--- src/rtl/sarcv_fifo.sv ---
// no logic here: the result fifo module sits in the core design file

--- src/rtl/sarcv_pkg.sv ---
// package: timing, widths and code constants for the converter control port
package sarcv_pkg;
  // =====================================================
  // widths and codes
  localparam int unsigned DATA_W = 12; // result width
  localparam logic [11:0] CODE_POS_FS = 12'h7ff; // positive full scale
  localparam logic [11:0] CODE_MID = 12'h000; // midscale
  localparam logic [11:0] CODE_MID_M1 = 12'hfff; // one step below midscale
  localparam logic [11:0] CODE_NEG_FS = 12'h800; // negative full scale
  localparam logic [11:0] RESULT_RST = 12'h000; // result register reset value
  localparam int unsigned STEP_UV = 4880; // step size in microvolts
  // =====================================================
  // timing
  localparam int unsigned CLK_PERIOD_NS = 10; // 100 mhz clock
  localparam int unsigned START_LOW_NS = 40; // least low time of a start
  // least time rounds up, at least one cycle
  localparam int unsigned START_LOW_CYC =
    (START_LOW_NS + CLK_PERIOD_NS - 1) / CLK_PERIOD_NS;
  localparam int unsigned CONV_CYC_DEF = 100; // cycles per conversion
  localparam int unsigned FIFO_DEPTH = 32; // result fifo depth
endpackage

--- src/rtl/sarcv_core.sv ---
// modules: select, read/convert control, busy, tri-state result bus and result fifo
// =====================================================
// Notes on behaviour
// - both lines low 40ns starts conversion
// - busy low from start until result stored
// - two's complement result, msb on bit 11
// - requests ignored while busy is low
// - hold sample when start qualifies
// - select and read/convert or'd, level triggered
// - select may be tied low permanently
// - bus driven only when read, selected, idle
// - busy rising edge marks valid data
// - select falling with convert low starts
// - read/convert falling with select low starts
// - select falling with read high drives
// - requested read during conversion drives later
// - both low, idle: result kept, bus off
// - select high keeps bus off
// - code range 800 to 7ff, midscale 000
module sarcv_core #(
  parameter int unsigned CONV_CYC = sarcv_pkg::CONV_CYC_DEF,
  parameter int unsigned DEPTH = sarcv_pkg::FIFO_DEPTH
) (
  input wire logic clk,
  input wire logic rst_b,
  input wire logic sel_b, // active low select pin
  input wire logic rd_conv, // read high, convert low
  input wire logic [11:0] sample_code, // digitised input from the analog side
  output logic hold, // sample/hold in hold state
  output logic busy_b, // low while converting
  output logic [11:0] parallel_result_bus_o, // bus drive value
  output logic [11:0] parallel_result_bus_oe, // bus drive enables
  output logic res_valid, // result stream out
  input wire logic res_ready,
  output logic [11:0] res_data
);
  // =====================================================
  // pin synchronisers
  logic sel_m_q; // first stage, read only by second
  logic sel_s_q; // synced select
  logic rc_m_q;
  logic rc_s_q; // synced read/convert
  always_ff @(posedge clk or negedge rst_b) begin
    if (!rst_b) begin
      sel_m_q <= 1'b1;
      sel_s_q <= 1'b1;
      rc_m_q <= 1'b1;
      rc_s_q <= 1'b1;
    end else begin
      sel_m_q <= sel_b;
      sel_s_q <= sel_m_q;
      rc_m_q <= rd_conv;
      rc_s_q <= rc_m_q;
    end
  end

  // =====================================================
  // start qualification
  localparam int unsigned LW = 8; // low-time counter width
  localparam logic [LW-1:0] LOW_MAX = LW'(sarcv_pkg::START_LOW_CYC);
  logic req_lvl; // or of active-low lines, level based
  logic [LW-1:0] low_q; // cycles both lines low
  logic armed_q; // a fresh low period may start once
  logic start;
  // both low combines as or of the lines, low meaning asserted
  assign req_lvl = !(sel_s_q || rc_s_q);
  // start when low long enough, armed and idle
  assign start = req_lvl && (low_q >= LOW_MAX - 1'b1) && armed_q && busy_b;

  // low-time counter
  always_ff @(posedge clk or negedge rst_b) begin
    if (!rst_b) begin
      low_q <= '0;
    end else if (!req_lvl) begin
      low_q <= '0;
    end else if (low_q != LOW_MAX) begin
      low_q <= low_q + 1'b1;
    end
  end

  // arming: one start per low period, either edge finishes it
  always_ff @(posedge clk or negedge rst_b) begin
    if (!rst_b) begin
      armed_q <= 1'b1;
    end else if (!req_lvl) begin
      armed_q <= 1'b1;
    end else if (start || !busy_b) begin
      armed_q <= 1'b0;
    end
  end

  // =====================================================
  // conversion timer and busy
  localparam int unsigned CW = $clog2(CONV_CYC + 1);
  logic [CW-1:0] conv_q; // remaining cycles
  logic done;
  assign done = !busy_b && (conv_q == CW'(1));
  always_ff @(posedge clk or negedge rst_b) begin
    if (!rst_b) begin
      busy_b <= 1'b1;
      conv_q <= '0;
      hold <= 1'b0;
    end else if (start) begin
      busy_b <= 1'b0;
      hold <= 1'b1;
      conv_q <= CW'(CONV_CYC);
    end else if (done) begin
      busy_b <= 1'b1;
      hold <= 1'b0;
      conv_q <= '0;
    end else if (!busy_b) begin
      conv_q <= conv_q - 1'b1;
    end
  end

  // =====================================================
  // captured sample and output register
  logic [11:0] samp_q; // held code
  logic [11:0] result_q; // output register
  logic push_rdy;
  always_ff @(posedge clk or negedge rst_b) begin
    if (!rst_b) begin
      samp_q <= sarcv_pkg::RESULT_RST;
    end else if (start) begin
      samp_q <= sample_code; // two's complement, bit 11 is msb
    end
  end
  // result updated in the same edge busy rises
  always_ff @(posedge clk or negedge rst_b) begin
    if (!rst_b) begin
      result_q <= sarcv_pkg::RESULT_RST;
    end else if (done) begin
      result_q <= samp_q;
    end
  end

  // result stream; a full fifo refuses and drops the newest result
  sarcv_fifo #(
    .WIDTH(12),
    .DEPTH(DEPTH)
  ) u_fifo (
    .clk(clk),
    .rst_b(rst_b),
    .in_valid(done),
    .in_ready(push_rdy),
    .in_data(samp_q),
    .out_valid(res_valid),
    .out_ready(res_ready),
    .out_data(res_data)
  );

  // =====================================================
  // bus drive: read high, selected, idle
  logic drive;
  assign drive = rc_s_q && !sel_s_q && busy_b;
  assign parallel_result_bus_o = result_q;
  assign parallel_result_bus_oe = {12{drive}};

  // =====================================================
  // assertions
  logic busy_d1_q; // busy one edge ago
  logic [CW:0] low_run_q; // edges busy seen low, one spare bit
  // delayed busy for the one-start check
  always_ff @(posedge clk or negedge rst_b) begin
    if (!rst_b) begin
      busy_d1_q <= 1'b1;
    end else begin
      busy_d1_q <= busy_b;
    end
  end
  // length of the running busy-low period, saturating so it never wraps
  always_ff @(posedge clk or negedge rst_b) begin
    if (!rst_b) begin
      low_run_q <= '0;
    end else if (busy_b) begin
      low_run_q <= '0; // idle, period over
    end else if (low_run_q != '1) begin
      low_run_q <= low_run_q + 1'b1;
    end
  end

  // start qualification checks
  // a start needs the qualified low time
  AST_START_NEEDS_LOW: assert property (@(posedge clk) disable iff (!rst_b)
    $fell(busy_b) |-> $past(req_lvl) && $past(low_q) >= LOW_MAX - 1'b1)
    else $error("conversion started without qualified low time");

  // busy falls only through a qualified start
  AST_FALL_FROM_START: assert property (@(posedge clk) disable iff (!rst_b)
    $fell(busy_b) |-> $past(start))
    else $error("busy fell without a start");

  // a high on either line restarts the low count
  AST_LOW_RESTARTS: assert property (@(posedge clk) disable iff (!rst_b)
    !req_lvl |=> low_q == '0)
    else $error("low count kept across a high line");

  // a released request arms the next start
  AST_REARM: assert property (@(posedge clk) disable iff (!rst_b)
    !req_lvl |=> armed_q)
    else $error("start not re-armed after the lines rose");

  // one low period gives one conversion
  AST_ONE_START: assert property (@(posedge clk) disable iff (!rst_b)
    (busy_b && !busy_d1_q && req_lvl) |-> !start)
    else $error("second conversion from a single low period");

  // busy and timing checks
  // a start enters hold and drops busy at once
  AST_START_HOLDS: assert property (@(posedge clk) disable iff (!rst_b)
    start |=> !busy_b && hold)
    else $error("start did not drop busy and enter hold");

  // busy stays low well past its fall
  AST_BUSY_LENGTH: assert property (@(posedge clk) disable iff (!rst_b)
    $fell(busy_b) |-> !busy_b [*8])
    else $error("busy too short");

  // busy low for exactly the configured count
  AST_BUSY_EXACT: assert property (@(posedge clk) disable iff (!rst_b)
    $rose(busy_b) |-> low_run_q == (CW+1)'(CONV_CYC))
    else $error("busy low time differs from the conversion count");

  // requests during a conversion never reload the timer
  AST_NO_START_BUSY: assert property (@(posedge clk) disable iff (!rst_b)
    (!busy_b && !done) |=> !busy_b && conv_q == $past(conv_q) - 1'b1)
    else $error("conversion timer disturbed while busy");

  // completion releases busy and hold together
  AST_DONE_RELEASES: assert property (@(posedge clk) disable iff (!rst_b)
    done |=> busy_b && !hold)
    else $error("busy or hold not released at completion");

  // hold tracks busy
  AST_HOLD_WITH_BUSY: assert property (@(posedge clk) disable iff (!rst_b)
    hold == !busy_b)
    else $error("hold and busy disagree");

  // result path checks
  // new result stands as busy rises
  AST_RESULT_AT_RISE: assert property (@(posedge clk) disable iff (!rst_b)
    $rose(busy_b) |-> result_q == $past(samp_q))
    else $error("result not updated when busy rises");

  // output register moves only on completion
  AST_RESULT_HELD: assert property (@(posedge clk) disable iff (!rst_b)
    !done |=> result_q == $past(result_q))
    else $error("output register changed outside completion");

  // captured code stays put while converting
  AST_SAMPLE_STABLE: assert property (@(posedge clk) disable iff (!rst_b)
    !busy_b |=> $stable(samp_q))
    else $error("held code changed during conversion");

  // every stored result enters the stream when there is room
  AST_FIFO_GETS_RESULT: assert property (@(posedge clk) disable iff (!rst_b)
    (done && push_rdy) |=> res_valid)
    else $error("completed result missing from the stream");

  // bus drive checks
  // deselected means no drive
  AST_OFF_SELECT_HIGH: assert property (@(posedge clk) disable iff (!rst_b)
    sel_s_q |-> parallel_result_bus_oe == 12'h000)
    else $error("bus driven while deselected");

  // converting or convert mode means no drive
  AST_OFF_CONVERTING: assert property (@(posedge clk) disable iff (!rst_b)
    (!busy_b || !rc_s_q) |-> parallel_result_bus_oe == 12'h000)
    else $error("bus driven during conversion or convert mode");

  // read, selected and idle drives every line
  AST_DRIVE_WHEN_READ: assert property (@(posedge clk) disable iff (!rst_b)
    (rc_s_q && !sel_s_q && busy_b) |-> parallel_result_bus_oe == 12'hfff)
    else $error("bus not driven in read mode");

  // a read pending through a conversion drives on completion
  AST_AUTO_DRIVE: assert property (@(posedge clk) disable iff (!rst_b)
    ($rose(busy_b) && rc_s_q && !sel_s_q) |-> parallel_result_bus_oe == 12'hfff)
    else $error("bus not driven after conversion completes");
endmodule

// =====================================================
// module: small synchronous fifo carrying conversion results
module sarcv_fifo #(
  parameter int unsigned WIDTH = 12, // word width
  parameter int unsigned DEPTH = 32 // entries held
) (
  input wire logic clk,
  input wire logic rst_b,
  input wire logic in_valid,
  output logic in_ready,
  input wire logic [WIDTH-1:0] in_data,
  output logic out_valid,
  input wire logic out_ready,
  output logic [WIDTH-1:0] out_data
);
  // =====================================================
  // storage and pointers
  localparam int unsigned AW = $clog2(DEPTH); // pointer width
  logic [WIDTH-1:0] mem [DEPTH]; // storage array
  logic [AW-1:0] wr_q; // write pointer
  logic [AW-1:0] rd_q; // read pointer
  logic [AW:0] cnt_q; // fill level, one bit wider than pointers
  logic push; // word taken this cycle
  logic pop; // word handed on this cycle
  // level flags; full only at exactly depth words
  assign in_ready = (cnt_q != (AW+1)'(DEPTH)); // honest full
  assign out_valid = (cnt_q != '0); // honest empty
  // oldest word always on the output
  assign out_data = mem[rd_q];
  assign push = in_valid && in_ready;
  assign pop = out_valid && out_ready;

  // storage write, no reset needed on the array
  always_ff @(posedge clk) begin
    if (push) begin
      mem[wr_q] <= in_data;
    end
  end

  // pointers wrap at depth, level follows push and pop
  always_ff @(posedge clk or negedge rst_b) begin
    if (!rst_b) begin
      wr_q <= '0;
      rd_q <= '0;
      cnt_q <= '0;
    end else begin
      if (push) begin
        wr_q <= (wr_q == AW'(DEPTH-1)) ? '0 : wr_q + 1'b1;
      end
      if (pop) begin
        rd_q <= (rd_q == AW'(DEPTH-1)) ? '0 : rd_q + 1'b1;
      end
      if (push && !pop) begin
        cnt_q <= cnt_q + 1'b1; // fill only
      end else if (pop && !push) begin
        cnt_q <= cnt_q - 1'b1; // drain only
      end
    end
  end
endmodule

--- config.mk ---
export PLATFORM = sky130hd
export DESIGN_NAME = sarcv_core
export DESIGN_NICKNAME = d
export VERILOG_FILES = /design/src/rtl/sarcv_fifo.sv /design/src/rtl/sarcv_pkg.sv /design/src/rtl/sarcv_core.sv
export SDC_FILE = /design/constraint.sdc
export NUM_CORES = 1
export LEC_CHECK = 0
export BUFFER_PORTS_ARGS = -buffer_cell sky130_fd_sc_hd__buf_2
export CAP_MARGIN = 20
export CORE_UTILIZATION = 30
export DETAILED_ROUTE_END_ITERATION = 8
export GPL_ROUTABILITY_DRIVEN = 0
export PLACE_DENSITY = 0.51
export SLEW_MARGIN = 20
export SYNTH_ARGS = -nofsm -noshare
export SYNTH_HDL_FRONTEND = slang
export SYNTH_SLANG_ARGS = --single-unit
--- constraint.sdc ---
create_clock -name clk -period 4.9 [get_ports clk]
set_input_delay 0.245 -clock clk [delete_from_list [all_inputs] [get_ports clk]]
set_output_delay 0.245 -clock clk [all_outputs]
set_load 0.05 [all_outputs]
==> run_results.csv <==
group,metric,value,unit
cells_and_area,diodes,0,
die,dieArea,0.06082,mm^2
die,design.core.area,0.05902,mm^2
clock_tree,htree_levels,2,
detailed_routing,drt_iter0_drc,717,
detailed_routing,route.detailed.drc,0,
yosys,synth_compound_area_frac,0.04642,
timing,maxSlewViolCount,0,
power,p_total,7572,uW
yosys,yosys-top-cells-area,"edfxtp_1, dfrtp_1, mux4_2",
timing,slew_headroom,0.2489,
cells_and_area,multiInputGateArea,0.004524,mm^2
grt,grt_pass1_vias,9582,
flow_run,maxCapViolCount,0,
yosys,synth.distinct_cells,56,
clock_tree,clkSlewWorstSetupHoldPaths,0.06,ns
placement,placed_area,0.01920,mm^2
timing,finClkSkew,0.01853,ns
cells_and_area,fill_cells,5576,
die,die_h,246.6,um
timing,fin_crit,4.039,ns
critical_path,crit_type,"reg2out",
yosys,synth_fa_ha_area_frac,0.01227,
power,power-per-cell-area,364.3,mW/mm^2
min_path,hp-start,"res_ready",
critical_path,ff2ff_path_depth,13,
detailed_routing,dr.pass1.iters,4,
clock_tree,clockBufferDepth,3,
timing,finalHoldViolCount,0,
timing,timing.final.crit_share,0.8242,
grt,grt_max_degree,63,
cells_and_area,regArea,0.01310,mm^2
min_path,hp-class,"in2reg",
placement,post-place-ws,1.104,ns
yosys,syn_area,0.01795,mm^2
yosys,synth_top_family_by_area,"multiplexers",
min_path,min_to,"u_fifo.rd_q[0]",
yosys,synth.avg_cell_area,17.60,um^2
min_path,hold_path_depth,3,
clock_tree,cts_tree,"built",
yosys,yosys-top-cells-count,"edfxtp_1, mux2i_1, dfrtp_1",
detailed_routing,ant_nets,0,
timing,fmax,247.6,MHz
critical_path,path_max_fanout,45,
cells_and_area,drive_above_1_share,0.2328,
timing,tightest_slew,1.123,ns
detailed_routing,vias,9339,
timing,setup_viol,0,
critical_path,cp.required,4.66,ns
clock_tree,cts-root-buf,"clkbuf_16",
timing,finalWorstSetupSlack,0.8614,ns
yosys,synth_top_flop_cell,"edfxtp_1",
power,peakVddDrop,0.2042,mV
power,power_leakage,0.006892,uW
timing,rsz0062_at_grt,"no",
critical_path,reg2reg_to,"u_fifo.cnt_q[5]",
die,fp.dieW,246.6,um
clock_tree,cts.repair.resized,0,
yosys,synth_edf_count,384,
yosys,synth_cells,1020,
yosys,muxShareOfSynthArea,0.1280,
cells_and_area,fin_area,0.02079,mm^2
clock_tree,clock-sinks,446,
outcome,status,"finished, final reports clean",
die,ios,56,
yosys,synth_area_leader_cell,"edfxtp_1",
yosys,synth_top_area_frac,0.6423,
timing,final.setup.tns,0,ns
yosys,synth_nets,1054,
yosys,async_flop_share,0.1390,
grt,antenna_found_initial,0,
clock_tree,worstSkewPairLatency,0.58,ns
critical_path,r2r_slack,1.08,ns
yosys,ys_seq_area_frac,0.7292,
grt,grt_overflow_total,0,
critical_path,reg2reg_from,"conv_q[1]",
detailed_routing,via_per_inst,4.854,
detailed_routing,routed_wl,42480,um
yosys,ys_warn_count,0,
detailed_routing,routedWlPerCell,22.08,um
cells_and_area,syn_to_final_growth,15.79,%
grt,grt_pass1_wl,63200,um
yosys,synth-xor-area-share,0.005854,
placement,io_buffers,55,
critical_path,arrival,3.79,ns
cells_and_area,nNetsFinal,1148,
yosys,synth-seq-cells,446,
grt,grt_usage,0.1425,
yosys,synth.most_common_cell,"edfxtp_1",
placement,hpwl,26120,um
yosys,synthSimpleGateAreaFrac,0.05548,
critical_path,crit_path_end_kind,"primary output",
clock_tree,numCtsBuffers,46,
critical_path,start_kind,"register",
timing,hold-worst-slack,0.09407,ns
die,rows,89,
die,start_util,0.3042,
==> cell families after synthesis <==
group                    count (synthesis)
flip-flops                             446
AO/OA/AOI/OAI                          106
buffers and inverters                   77
AND/OR/NAND/NOR                        198
adder cells (fa/ha/maj)                 17
XOR/XNOR                                12
multiplexers                           164
==> critical path, stage by stage, from the launching register on <==
cell and delay (ns):
dfrtp_4 1.02, buf_4 0.48, mux4_2 0.55, a221oi_1 0.65, nand3_1 0.25, buf_2 0.27
==> stage by stage <==
stage | cells | util
3_5_place_dp | 1824 | 0.3253
5_1_grt | 1924 | 0.3522
3_3_place_gp | 1824 | 0.3253
6_report | 1924 | 0.3522
4_1_cts | 1924 | 0.3520
2_1_floorplan | 1020 | -
==> timing repair <==
action                                 4_1_cts  5_1_grt
endpoints found under the hold margin       70        0
setup buffers                                0        0
hold buffers                                15        0
==> cell usage in the layout (no fill, tap or decap), types with 29 or more instances in the layout <==
cell type,Yosys,routed
a22oi_1,48,48
nand2_1,54,54
buf_4,15,40
mux4_2,48,48
mux2i_1,98,98
edfxtp_1,384,384
dfrtp_1,56,52
nor2_1,33,29
nand3_1,44,44
clkbuf_16,0,47
buf_2,14,55
==> worst max-delay path by stage <==
stage                               from           endpoint  slack (ns)  depth (start not counted)
after floorplan                conv_q[1]  u_fifo.mem[26][0]        1.92                          7
after global placement         conv_q[1]    u_fifo.cnt_q[5]        1.22                         13
after detailed placement       conv_q[1]    u_fifo.cnt_q[5]        1.10                         13
after CTS                 u_fifo.rd_q[0]        res_data[6]        0.70                          5
after global routing      u_fifo.rd_q[0]       res_data[11]        0.50                          5
final                     u_fifo.rd_q[0]       res_data[11]        0.86                          5
==> sequential cells by signal, summed over array words and instances (netlist names), 5 cells and up <==
register	flops
u_fifo.mem	384
parallel_result_bus_o	12
samp_q	12
low_q	8
conv_q	7
u_fifo.cnt_q	6
u_fifo.rd_q	5
u_fifo.wr_q	5
==> layout make-up <==
cell class,instances,area share
timing repair buffer,110,0.03491
tap,773,0.04653
inverter,13,0.002348
multi-input combinational,497,0.2177
sequential,446,0.6301
clock buffer,57,0.05935
clock inverter,28,0.009089
==> report_power, final <==
part	leakage, uW	total (uW)	switching, uW	internal, uW
Combinational	0.00196	95.6	69.2	26.4
Sequential	0.00424	4150	18.4	4130
Clock	0.000700	3320	1430	1890
==> routing by layer <==
layer,global-route usage,routed length [um],vias up
met5,0,0,-
met3,0.03072,2213,53
met4,0.03940,872,0
met1,0.1984,19620,4824
li1,-,-,4232
met2,0.2234,19770,230
Power figures use the tool's default switching activity.
